`config.mk`:
```
export PLATFORM = sky130hd
export DESIGN_NAME = rtc_flags_ctrl
export DESIGN_NICKNAME = d
export VERILOG_FILES = /design/src/rtc_flags_pkg.sv /design/src/rtc_flags_ctrl.sv
export VERILOG_INCLUDE_DIRS = /design/src /design/src/src
export SDC_FILE = /design/constraint.sdc
export NUM_CORES = 1
export LEC_CHECK = 0
export BUFFER_PORTS_ARGS = -buffer_cell sky130_fd_sc_hd__clkbuf_2
export CORE_MARGIN = 2
export CORE_UTILIZATION = 55
export DETAILED_ROUTE_END_ITERATION = 6
export GPL_TIMING_DRIVEN = 0
export PLACE_DENSITY = 0.76
export SETUP_SLACK_MARGIN = 0.5
export SYNTH_ARGS = -nofsm -noshare
export SYNTH_HDL_FRONTEND = slang
export SYNTH_SLANG_ARGS = --single-unit
```
`constraint.sdc`:
```
create_clock -name clk -period 3.01 [get_ports clk]
set_clock_uncertainty 0.15 [all_clocks]
set_input_delay 0.602 -clock clk [delete_from_list [all_inputs] [get_ports clk]]
set_output_delay 0.602 -clock clk [all_outputs]
set_load 0.02 [all_outputs]
```
`src/rtc_flags_params.svh`:
```
// Constants for the flags and control register block
`ifndef RTC_FLAGS_PARAMS_SVH
`define RTC_FLAGS_PARAMS_SVH

`define CLK_PERIOD_NS      100
`define OFS_FLAGS          12'h000
`define OFS_INT_STATUS     12'h004
`define OFS_INT_MASK       12'h008
`define BIT_WDOG           7
`define BIT_ALARM          6
`define BIT_PWR_FAIL       5
`define BIT_OSC_FAIL       4
`define BIT_ZERO           3
`define BIT_CAL            2
`define BIT_WHOLD          1
`define BIT_RHOLD          0
`define FLAGS_RESET        8'h00
`define INT_MASK_RESET     4'h0
`define STARTUP_NS         5000000
`define UPDATE_DELAY_NS    350000
`define CAL_HALF_NS        976562
`define STARTUP_CYC        (`STARTUP_NS / `CLK_PERIOD_NS)
`define UPDATE_DELAY_CYC   (`UPDATE_DELAY_NS / `CLK_PERIOD_NS)
`define CAL_HALF_CYC       (`CAL_HALF_NS / `CLK_PERIOD_NS)

`endif

```
`src/rtc_flags_pkg.sv`:
```
// Types for the flags and control register block
package rtc_flags_pkg;
  typedef struct packed {
    logic        wdog;
    logic        alarm;
    logic        pwr_fail;
    logic        osc_fail;
    logic        cal;
    logic        whold;
    logic        rhold;
    logic        time_dirty;
    logic        copy;
    logic [15:0] upd_cnt;
    logic [15:0] osc_clr_cnt;
    logic [15:0] start_cnt;
    logic        start_done;
    logic [2:0]  osc_sync;
    logic        osc_ok;
    logic [15:0] cal_cnt;
    logic        cal_wave;
    logic [3:0]  int_status;
    logic [3:0]  int_mask;
    logic        ack;
    logic [31:0] rdata;
    logic        err;
  } state_t;
endpackage : rtc_flags_pkg

```
`src/rtc_flags_ctrl.sv`:
```
// Flags and control register of the real-time clock, APB slave
// Function
// (RQ1) The watchdog flag is set when the watchdog runs down to zero unreloaded, and software cannot write it.
// (RQ2) The watchdog flag clears on any read of the flags register and at power-up.
// (RQ3) At power-up the oscillator fail flag is set if the oscillator is enabled but not running after 5 ms.
// (RQ4) The oscillator fail flag is never cleared by the block itself; the host clears it by writing zero.
// (RQ5) A zero written to the oscillator fail flag takes effect only after the update delay.
// (RQ6) While the calibration bit is one, the interrupt pin carries a 512 Hz square wave.
// (RQ7) The calibration bit resets to zero, and then the interrupt pin carries the normal interrupt.
// (RQ8) While write hold is one, timekeeping updates stop and host writes are accepted.
// (RQ9) Clearing write hold copies the registers into the counters only if the time changed, within the update delay.
// (RQ10) Write hold resets to zero at power-up.
// (RQ11) While read hold is one, clock updates to the holding registers stop; clearing it resumes them.
// (RQ12) The flags register holds watchdog, alarm, power fail, oscillator fail, a zero, calibration, write and read hold from bit 7 down.
//
// The register addresses and register access over APB are this design's own decisions.
`include "rtc_flags_params.svh"
`timescale 1ns/1ns
`default_nettype none

module rtc_flags_ctrl
  import rtc_flags_pkg::*;
#(
  parameter int STARTUP_CYC  = `STARTUP_CYC,
  parameter int UPDATE_CYC   = `UPDATE_DELAY_CYC,
  parameter int CAL_HALF_CYC = `CAL_HALF_CYC
) (
  input  wire logic        clk,
  input  wire logic        srst,
  input  wire logic        psel,
  input  wire logic        penable,
  input  wire logic        pwrite,
  input  wire logic [11:0] paddr,
  input  wire logic [31:0] pwdata,
  output logic             pready,
  output logic [31:0]      prdata,
  output logic             pslverr,
  input  wire logic        wdog_expire,
  input  wire logic        alarm_match,
  input  wire logic        power_fail,
  input  wire logic        osc_enable,
  input  wire logic        osc_running,
  input  wire logic        time_written,
  output logic             timekeep_freeze,
  output logic             holding_freeze,
  output logic             load_counters,
  output logic             update_busy,
  output logic             int_pin,
  output logic             irq
);

  state_t s_q;
  state_t s_d;

  localparam logic [15:0] START_N = 16'(STARTUP_CYC);
  localparam logic [15:0] UPD_N   = 16'(UPDATE_CYC);
  localparam logic [15:0] CAL_N   = 16'(CAL_HALF_CYC);
  localparam logic [7:0]  FLAGS_RST = `FLAGS_RESET;

  function automatic logic hit(input logic [11:0] a, input logic [11:0] ofs);
    hit = (a == ofs);
  endfunction : hit

  logic       xfer;
  logic       rd_flags;
  logic       wr_flags;
  logic       wr_stat;
  logic       wr_mask;
  logic       mapped;
  logic [7:0] flags_v;
  logic [3:0] events;

  always_comb begin
    mapped   = hit(paddr, `OFS_FLAGS) || hit(paddr, `OFS_INT_STATUS) || hit(paddr, `OFS_INT_MASK);
    xfer     = psel && penable && s_q.ack;
    rd_flags = xfer && !pwrite && hit(paddr, `OFS_FLAGS);
    wr_flags = xfer && pwrite && hit(paddr, `OFS_FLAGS);
    wr_stat  = xfer && pwrite && hit(paddr, `OFS_INT_STATUS);
    wr_mask  = xfer && pwrite && hit(paddr, `OFS_INT_MASK);
    flags_v  = 8'h00;
    flags_v[`BIT_WDOG]     = s_q.wdog;  // [RQ12]
    flags_v[`BIT_ALARM]    = s_q.alarm;
    flags_v[`BIT_PWR_FAIL] = s_q.pwr_fail;
    flags_v[`BIT_OSC_FAIL] = s_q.osc_fail;
    flags_v[`BIT_CAL]      = s_q.cal;
    flags_v[`BIT_WHOLD]    = s_q.whold;
    flags_v[`BIT_RHOLD]    = s_q.rhold;
    events = {wdog_expire, alarm_match, power_fail, 1'b0};
  end

  always_comb begin
    s_d = s_q;
    s_d.copy = 1'b0;

    // Two-cycle access phase so read data comes straight from a flop
    s_d.ack = psel && penable && !s_q.ack;
    if (psel && penable && !s_q.ack) begin
      s_d.err   = !mapped;
      s_d.rdata = 32'h0000_0000;
      if (hit(paddr, `OFS_FLAGS)) begin
        s_d.rdata[7:0] = flags_v;
      end else if (hit(paddr, `OFS_INT_STATUS)) begin
        s_d.rdata[3:0] = s_q.int_status;
      end else if (hit(paddr, `OFS_INT_MASK)) begin
        s_d.rdata[3:0] = s_q.int_mask;
      end
    end

    // Read clears the event flags; an event in the same cycle wins
    if (rd_flags) begin
      s_d.wdog     = 1'b0;  // [RQ2]
      s_d.alarm    = 1'b0;
      s_d.pwr_fail = 1'b0;
    end
    if (wdog_expire) begin
      s_d.wdog = 1'b1;  // [RQ1]
    end
    if (alarm_match) begin
      s_d.alarm = 1'b1;
    end
    if (power_fail) begin
      s_d.pwr_fail = 1'b1;
    end

    // Oscillator pin: three flops, change taken once the last two agree
    s_d.osc_sync = {s_q.osc_sync[1:0], osc_running};
    if (s_q.osc_sync[1] == s_q.osc_sync[2]) begin
      s_d.osc_ok = s_q.osc_sync[2];
    end

    // Only a host zero (after the delay) or srst clears it; no other path clears it [RQ4]
    if (s_q.osc_clr_cnt != 16'h0000) begin
      s_d.osc_clr_cnt = s_q.osc_clr_cnt - 16'h0001;
      if (s_q.osc_clr_cnt == 16'h0001) begin
        s_d.osc_fail = 1'b0;  // [RQ5]
      end
    end

    // Placed after the clear so a startup failure in the same cycle wins
    if (!s_q.start_done) begin
      if (s_q.start_cnt >= START_N - 16'h0001) begin
        s_d.start_done = 1'b1;
        if (osc_enable && !s_q.osc_ok) begin
          s_d.osc_fail = 1'b1;  // [RQ3]
        end
      end else begin
        s_d.start_cnt = s_q.start_cnt + 16'h0001;
      end
    end

    if (s_q.whold && time_written) begin
      s_d.time_dirty = 1'b1;  // [RQ8]
    end
    if (s_q.upd_cnt != 16'h0000) begin
      s_d.upd_cnt = s_q.upd_cnt - 16'h0001;
    end

    if (wr_flags) begin
      s_d.cal   = pwdata[`BIT_CAL];
      s_d.whold = pwdata[`BIT_WHOLD];
      s_d.rhold = pwdata[`BIT_RHOLD];
      if (!pwdata[`BIT_OSC_FAIL] && s_q.osc_fail && s_q.osc_clr_cnt == 16'h0000) begin
        s_d.osc_clr_cnt = UPD_N;  // [RQ5]
      end
      if (s_q.whold && !pwdata[`BIT_WHOLD] && (s_q.time_dirty || time_written)) begin
        s_d.copy       = 1'b1;  // [RQ9]
        s_d.time_dirty = 1'b0;
        s_d.upd_cnt    = UPD_N;
      end
    end

    // Calibration wave runs only while selected
    if (s_q.cal) begin
      if (s_q.cal_cnt >= CAL_N - 16'h0001) begin
        s_d.cal_cnt  = 16'h0000;
        s_d.cal_wave = !s_q.cal_wave;  // [RQ6]
      end else begin
        s_d.cal_cnt = s_q.cal_cnt + 16'h0001;
      end
    end else begin
      s_d.cal_cnt  = 16'h0000;
      s_d.cal_wave = 1'b0;
    end

    if (wr_mask) begin
      s_d.int_mask = pwdata[3:0];
    end
    if (wr_stat) begin
      s_d.int_status = s_q.int_status & ~pwdata[3:0];
    end
    s_d.int_status = s_d.int_status | events;
    if (s_d.osc_fail && !s_q.osc_fail) begin
      s_d.int_status[0] = 1'b1;
    end

    if (srst) begin
      s_d            = '0;
      s_d.int_mask   = `INT_MASK_RESET;
      s_d.cal        = FLAGS_RST[`BIT_CAL];  // [RQ7]
      s_d.whold      = FLAGS_RST[`BIT_WHOLD];  // [RQ10]
      s_d.rhold      = FLAGS_RST[`BIT_RHOLD];
      s_d.wdog       = FLAGS_RST[`BIT_WDOG];  // [RQ2]
    end
  end

  always_ff @(posedge clk) begin
    s_q <= s_d;
  end

  always_comb begin
    pready          = psel && penable && s_q.ack;
    prdata          = s_q.rdata;
    pslverr         = pready && s_q.err;
    timekeep_freeze = s_q.whold;  // [RQ8]
    holding_freeze  = s_q.rhold;  // [RQ11]
    load_counters   = s_q.copy;
    update_busy     = s_q.upd_cnt != 16'h0000;
    irq             = |(s_q.int_status & s_q.int_mask);
    int_pin         = s_q.cal ? s_q.cal_wave : irq;  // [RQ6] [RQ7]
  end

  // Checks
  wdog_set_a: assert property (@(posedge clk) disable iff (srst)
    wdog_expire |=> s_q.wdog) else $error("watchdog flag not set");  // [RQ1]
  wdog_clr_a: assert property (@(posedge clk) disable iff (srst)
    rd_flags && !wdog_expire |=> !s_q.wdog) else $error("watchdog flag not cleared by read");  // [RQ2]
  osc_set_a: assert property (@(posedge clk) disable iff (srst)
    !s_q.start_done && s_d.start_done && osc_enable && !s_q.osc_ok |=> s_q.osc_fail)
    else $error("oscillator fail not set");  // [RQ3]
  osc_keep_a: assert property (@(posedge clk) disable iff (srst)
    s_q.osc_fail && s_q.osc_clr_cnt == 16'h0000 |=> s_q.osc_fail)
    else $error("oscillator fail cleared on its own");  // [RQ4]
  osc_delay_a: assert property (@(posedge clk) disable iff (srst)
    $rose(s_q.osc_clr_cnt != 16'h0000) |-> s_q.osc_fail [*2])
    else $error("oscillator fail cleared early");  // [RQ5]
  cal_pin_a: assert property (@(posedge clk) disable iff (srst)
    !s_q.cal |-> int_pin == irq) else $error("int pin not normal");  // [RQ7]
  cal_wave_a: assert property (@(posedge clk) disable iff (srst)
    s_q.cal && s_q.cal_cnt == 16'h0000 && $past(s_q.cal) |-> int_pin != $past(int_pin))
    else $error("calibration wave did not toggle");  // [RQ6]
  copy_a: assert property (@(posedge clk) disable iff (srst)
    load_counters |-> $past(s_q.whold) && !s_q.whold && update_busy)
    else $error("counter load without hold release");  // [RQ9]
  hold_out_a: assert property (@(posedge clk) disable iff (srst)
    wr_flags |=> timekeep_freeze == $past(pwdata[`BIT_WHOLD]) && holding_freeze == $past(pwdata[`BIT_RHOLD]))
    else $error("hold bits not taken");  // [RQ8] [RQ11]
  reset_a: assert property (@(posedge clk)
    srst |=> !s_q.cal && !s_q.whold && !s_q.wdog) else $error("reset values wrong");  // [RQ10]
  zero_bit_a: assert property (@(posedge clk) disable iff (srst)
    pready && !pwrite && paddr == `OFS_FLAGS |-> !prdata[`BIT_ZERO])
    else $error("flags bit 3 not zero");  // [RQ12]

  read_cov: cover property (@(posedge clk) disable iff (srst) rd_flags && s_q.wdog);
  copy_cov: cover property (@(posedge clk) disable iff (srst) load_counters);
  cal_cov: cover property (@(posedge clk) disable iff (srst) s_q.cal && $rose(s_q.cal_wave));
  osc_clr_cov: cover property (@(posedge clk) disable iff (srst) $fell(s_q.osc_fail));
  hold_cov: cover property (@(posedge clk) disable iff (srst) s_q.whold && time_written);

endmodule : rtc_flags_ctrl

`default_nettype wire

```
# Word level (Yosys, flattened, before mapping)
# Index checks and enable logic that the tools add are counted.
totals:
  register_bits: 97
  out_inout_bits: 40
  input_bits: 55
  elab_cells: 104
classes:
  addsub: 4
  muxes: 24
  n_reduce_logical: 40
  eq_ne: 4
  order_cmp: 2
  bitwise_logic: 8
op_table:
  columns: ["op", "n"]
  rows:
  - ["$mux 16", 3]
  - ["$mux 34", 1]
  - ["$add 16x1->16 const B", 2]
  - ["$reduce_bool 16->1", 2]
  - ["$sub 16x1->16 const B", 2]
  - ["$mux 4", 5]
  - ["$mux 18", 1]
  - ["$logic_and 1x1->1", 17]
  - ["$eq 16x1->1 const B", 1]
  - ["$ge 16x14->1 const B", 1]
  - ["$ge 16x16->1 const B", 1]
  - ["$logic_not 16->1", 1]
  - ["$mux 1", 13]
  - ["$eq 12x3->1 const B", 1]
  - ["$eq 12x4->1 const B", 1]
  - ["$logic_not 12->1", 1]
  - ["$and 4x4->4", 2]
  - ["$logic_not 1->1", 8]
  - ["$reduce_bool 2->1", 3]
  - ["$not 1->1", 4]
  - ["$not 4->4", 1]
  - ["$or 4x4->4", 1]
  - ["$reduce_or 2->1", 2]
  - ["$reduce_or 4->1", 1]
  - ["other kinds (5)", 7]

# Depth between registers and ports, before layout
depth:
  ltp_word: 8
  ltp_mapped: 9
  ltp_nobuf: 8

# Worst setup path before layout
# No wires, ideal clock.
synth_timing:
  path_kind: "in2reg"
  from: "input paddr[7]"
  to: "register s_q[83] in the netlist's numbering"
  n_path_buf: 0
  arrival_time_ps: 2152
  required_ps: 2781
  path_stages: 5
  setup_ps: 79
  path_slack_ps: 629
  path_cell_list: "or4_4 nor4_4 nand2_2 or3_4 a211oi_2"
synth_via:
  elab_chain_cells: 3
synth_rtl:
  columns: ["element", "line_no", "text"]
  rows:
  - ["start: declaration", "rtc_flags_ctrl.sv:33", "input wire logic [11:0] paddr,"]
  - ["$logic_not 12->1", "rtc_flags_ctrl.sv:61", "hit = (a == ofs);"]
  - ["$logic_and 1x1->1", "rtc_flags_ctrl.sv:77", "wr_flags = xfer && pwrite && hit(paddr, `OFS_FLAGS);"]
  - ["$mux 34", "rtc_flags_ctrl.sv:158", "if (wr_flags) begin"]
  - ["end signal: assignment", "rtc_flags_ctrl.sv:207", "s_q <= s_d;"]
  - ["end: declaration", "rtc_flags_ctrl.sv:52", "state_t s_q;"]
# Every way passes these cells.
# A chain may end at the register's enable or synchronous reset.

# Worst setup path in the final report
layout_timing:
  from: "register s_q[96] in the netlist's numbering"
  to: "output update_busy"
layout_via:
  elab_chain_cells: 1
layout_rtl:
  columns: ["element", "line_no", "text"]
  rows:
  - ["$reduce_bool 16->1", "rtc_flags_ctrl.sv:217", "update_busy = s_q.upd_cnt != 16'h0000;"]
  - ["end: declaration", "rtc_flags_ctrl.sv:47", "output logic update_busy,"]
# Every way passes these cells.

==> reports/qor.csv <==
metric;value;unit
die-area;9110;µm²
synth_ff_type;dfxtp_1;
routed_wl;9.39;mm
clock-root-buffer;clkbuf_8;
vdd_ir_drop_max;337;µV
pwr_density_cell;732;nW/µm²
floorplan.initialDensity;56.3;%
synthArstFlopShare;0;%
max_stage_delay;0.34;ns
crit_slowest_cell;dfxtp_2;
yosysSeqAreaShare;42.2;%
cp-start-kind;flip-flop;
cp_cell_sequence;inv_2 -> ha_2 -> nor3b_2 -> and4_1 -> buf_6 -> inv_2 -> clkbuf_4;
p_leak;2.06;nW
num_vias;3854;
wl_per_cell;13.0;µm
drc_errors;0;
rr_startpoint;s_q[80];
pin_count;95;
fillers;705;
cpLargestDelayFamily;buffers and inverters;
path_common_cell;inv_2;
critical_path_arrival;1.67;ns
syn_inst;534;
cts.sinks;97;
fin_crit_sh;80.6;%
required;2.26;ns
tritoncts;done;
crit_start;s_q[96];
viasPerCell;5.35;
clockBufferDepth;2;
drtIter0Drc;132;
rsz0062_at_grt;no;
drv_cap;0;
avgSynthCellArea;8.61;µm²
grt_max_degree;16;
crit_type;reg -> out;
syn2layout_area_growth;14.8;%
period_needed;2.43;ns
tightest_slew;0.867;ns
antenna_found_initial;0;
status;finished clean;
gr-total-overflow;0;
holdWs;0.291;ns
clk_pin_slew;0.09;ns
port_buffers;40;
first_pass_iters;4;
numCtsBuffers;9;
die_w;95.4;µm
synth.cell_area;4600;µm²
rrSetupSlack;0.67;ns
synth-seq-cells;97;
ant_nets;0;
die_y;95.4;µm
place.detailed.hpwl;7.02;mm
rows;33;
drive_gt1_share;18.9;%
place.gp.congestion;0.844;
grt_usage;21.6;%
crit_fanout;7;
fmax;0.412;GHz
crit_path_end_kind;output port;
insertion_delay;0.36;ns
grt_pass1_wl;15.6;mm
finalHoldViolations;0;
grt_pass1_vias;3628;
slew_violations;0;
synth.distinct_cells;55;
relSlewSlack;41.8;%
nets;673;
synth-edff-count;0;
cts.htree.levels;3;
tns;0;ns
min_path_type;reg -> reg;
core_area;8180;µm²
ys_warn_count;0;
setup_viol;0;
cts_setup_buffers;0;
path_buf_inv;4;
hold_path_startpoint;s_q[60];
diodes;0;
-- sequential cells by signal, indices dropped and copies added (netlist names) --
name / count
prdata: 8
flags_v: 5
holding_freeze: 1
load_counters: 1
timekeep_freeze: 1
s_q: 81
-- cells in the mapped netlist (all sizes together) (2+ instances only) --
cell type | count | area [µm²]
o31ai | 3 | 27.5
and3 | 10 | 62.6
dfxtp | 97 | 1940
buf | 33 | 248
nor4b | 4 | 41.3
or4 | 4 | 33.8
nor2 | 71 | 267
and4 | 5 | 43.8
o211ai | 3 | 22.5
clkbuf | 15 | 57.6
nor2b | 9 | 56.3
a311oi | 2 | 17.5
mux2 | 2 | 22.5
nor3b | 3 | 27.5
and3b | 2 | 17.5
o41ai | 2 | 17.5
ha | 8 | 100
o21ai | 8 | 40.0
nand4 | 6 | 37.5
o21bai | 2 | 15.0
nor4 | 17 | 121
a21oi | 40 | 200
nand2b | 2 | 12.5
nor3 | 24 | 120
and2 | 4 | 25.0
or3 | 8 | 55.1
a22oi | 2 | 15.0
a2111oi | 2 | 17.5
xor2 | 7 | 61.3
a211oi | 4 | 35.0
inv | 10 | 37.5
a21boi | 2 | 15.0
or2 | 2 | 12.5
nand3 | 22 | 110
o21a | 3 | 22.5
xnor2 | 39 | 342
nand2 | 41 | 156
mux2i | 8 | 80.1
-- cell usage in the layout, fill, tap and decap left out, drive strengths merged, types with 3 or more instances in the layout --
| master | n |
|---|---|
| a211oi | 4 |
| a21oi | 40 |
| and2 | 4 |
| and3 | 10 |
| and4 | 5 |
| buf | 34 |
| clkbuf | 66 |
| clkinv | 3 |
| conb | 26 |
| dfxtp | 97 |
| ha | 8 |
| inv | 10 |
| mux2i | 8 |
| nand2 | 41 |
| nand3 | 22 |
| nand4 | 6 |
| nor2 | 71 |
| nor2b | 9 |
| nor3 | 24 |
| nor3b | 3 |
| nor4 | 17 |
| nor4b | 4 |
| o211ai | 3 |
| o21a | 3 |
| o21ai | 8 |
| o31ai | 3 |
| or3 | 8 |
| or4 | 4 |
| xnor2 | 39 |
| xor2 | 7 |
-- where the power goes --
group	switching, mW	leakage, nW	internal (mW)
Combinational	0.762	1.18	0.666
Sequential	0.213	0.791	1.47
Clock	0.434	0.0826	0.324
-- worst paths after layout --
path | end | cells past startpoint
setup / recovery | update_busy | 7
hold reg to reg | s_q[61] | 1
hold / removal | s_q[61] | 1
setup reg to reg | s_q[83] | 8
-- per-stage QoR --
stage | util (%) | instances | setup slack, ns | total power [mW] | area (µm²)
final | 64.6 | 720 | 0.585 | 3.87 | 5280
after global routing | 64.6 | 720 | 0.493 | 4.14 | 5280
after CTS | 63.8 | 720 | 0.508 | 3.80 | 5220
after detailed placement | 61.5 | 704 | 0.146 | 3.01 | 5020
after global placement | 61.5 | 704 | 0.158 | 2.96 | 5020
after floorplan | - | 559 | 0.629 | 2.75 | 4690
-- cell families after synthesis --
family	share of synthesized area, %
mux	2.23
compound gates	10.6
fa+ha+maj	2.18
simple gates	26.4
buf+inv	7.54
other cells	0.0815
xor+xnor	8.76
flops	42.2
-- area by class of cell --
type	count	area [µm²]	share of cell area, %
Clock buffer	12	145	2.75
Timing Repair Buffer	40	203	3.84
Sequential cell	97	1940	36.8
Inverter	11	41.3	0.782
Clock inverter	4	28.8	0.545
Multi-Input combinational cell	403	2470	46.8
Buffer	48	314	5.95
Tap cell	105	131	2.49
-- routing by layer --
metal | track usage [%] | wire length, µm | vias to the layer above
li1 | - | - | 1954
met1 | 25.0 | 4130 | 1816
met2 | 39.2 | 4690 | 70
met3 | 3.87 | 397 | 14
met4 | 8.57 | 167 | 0
met5 | 0 | 0 | -
-- timing repair --
action / in CTS / in global routing
pin swaps: 0 / 0
setup endpoints to repair: 1 / 22
gates resized for setup: 7 / 16
hold buffers: 0 / 0
endpoints found under the hold margin: 0 / 0
Power figures use the tool's default switching activity.
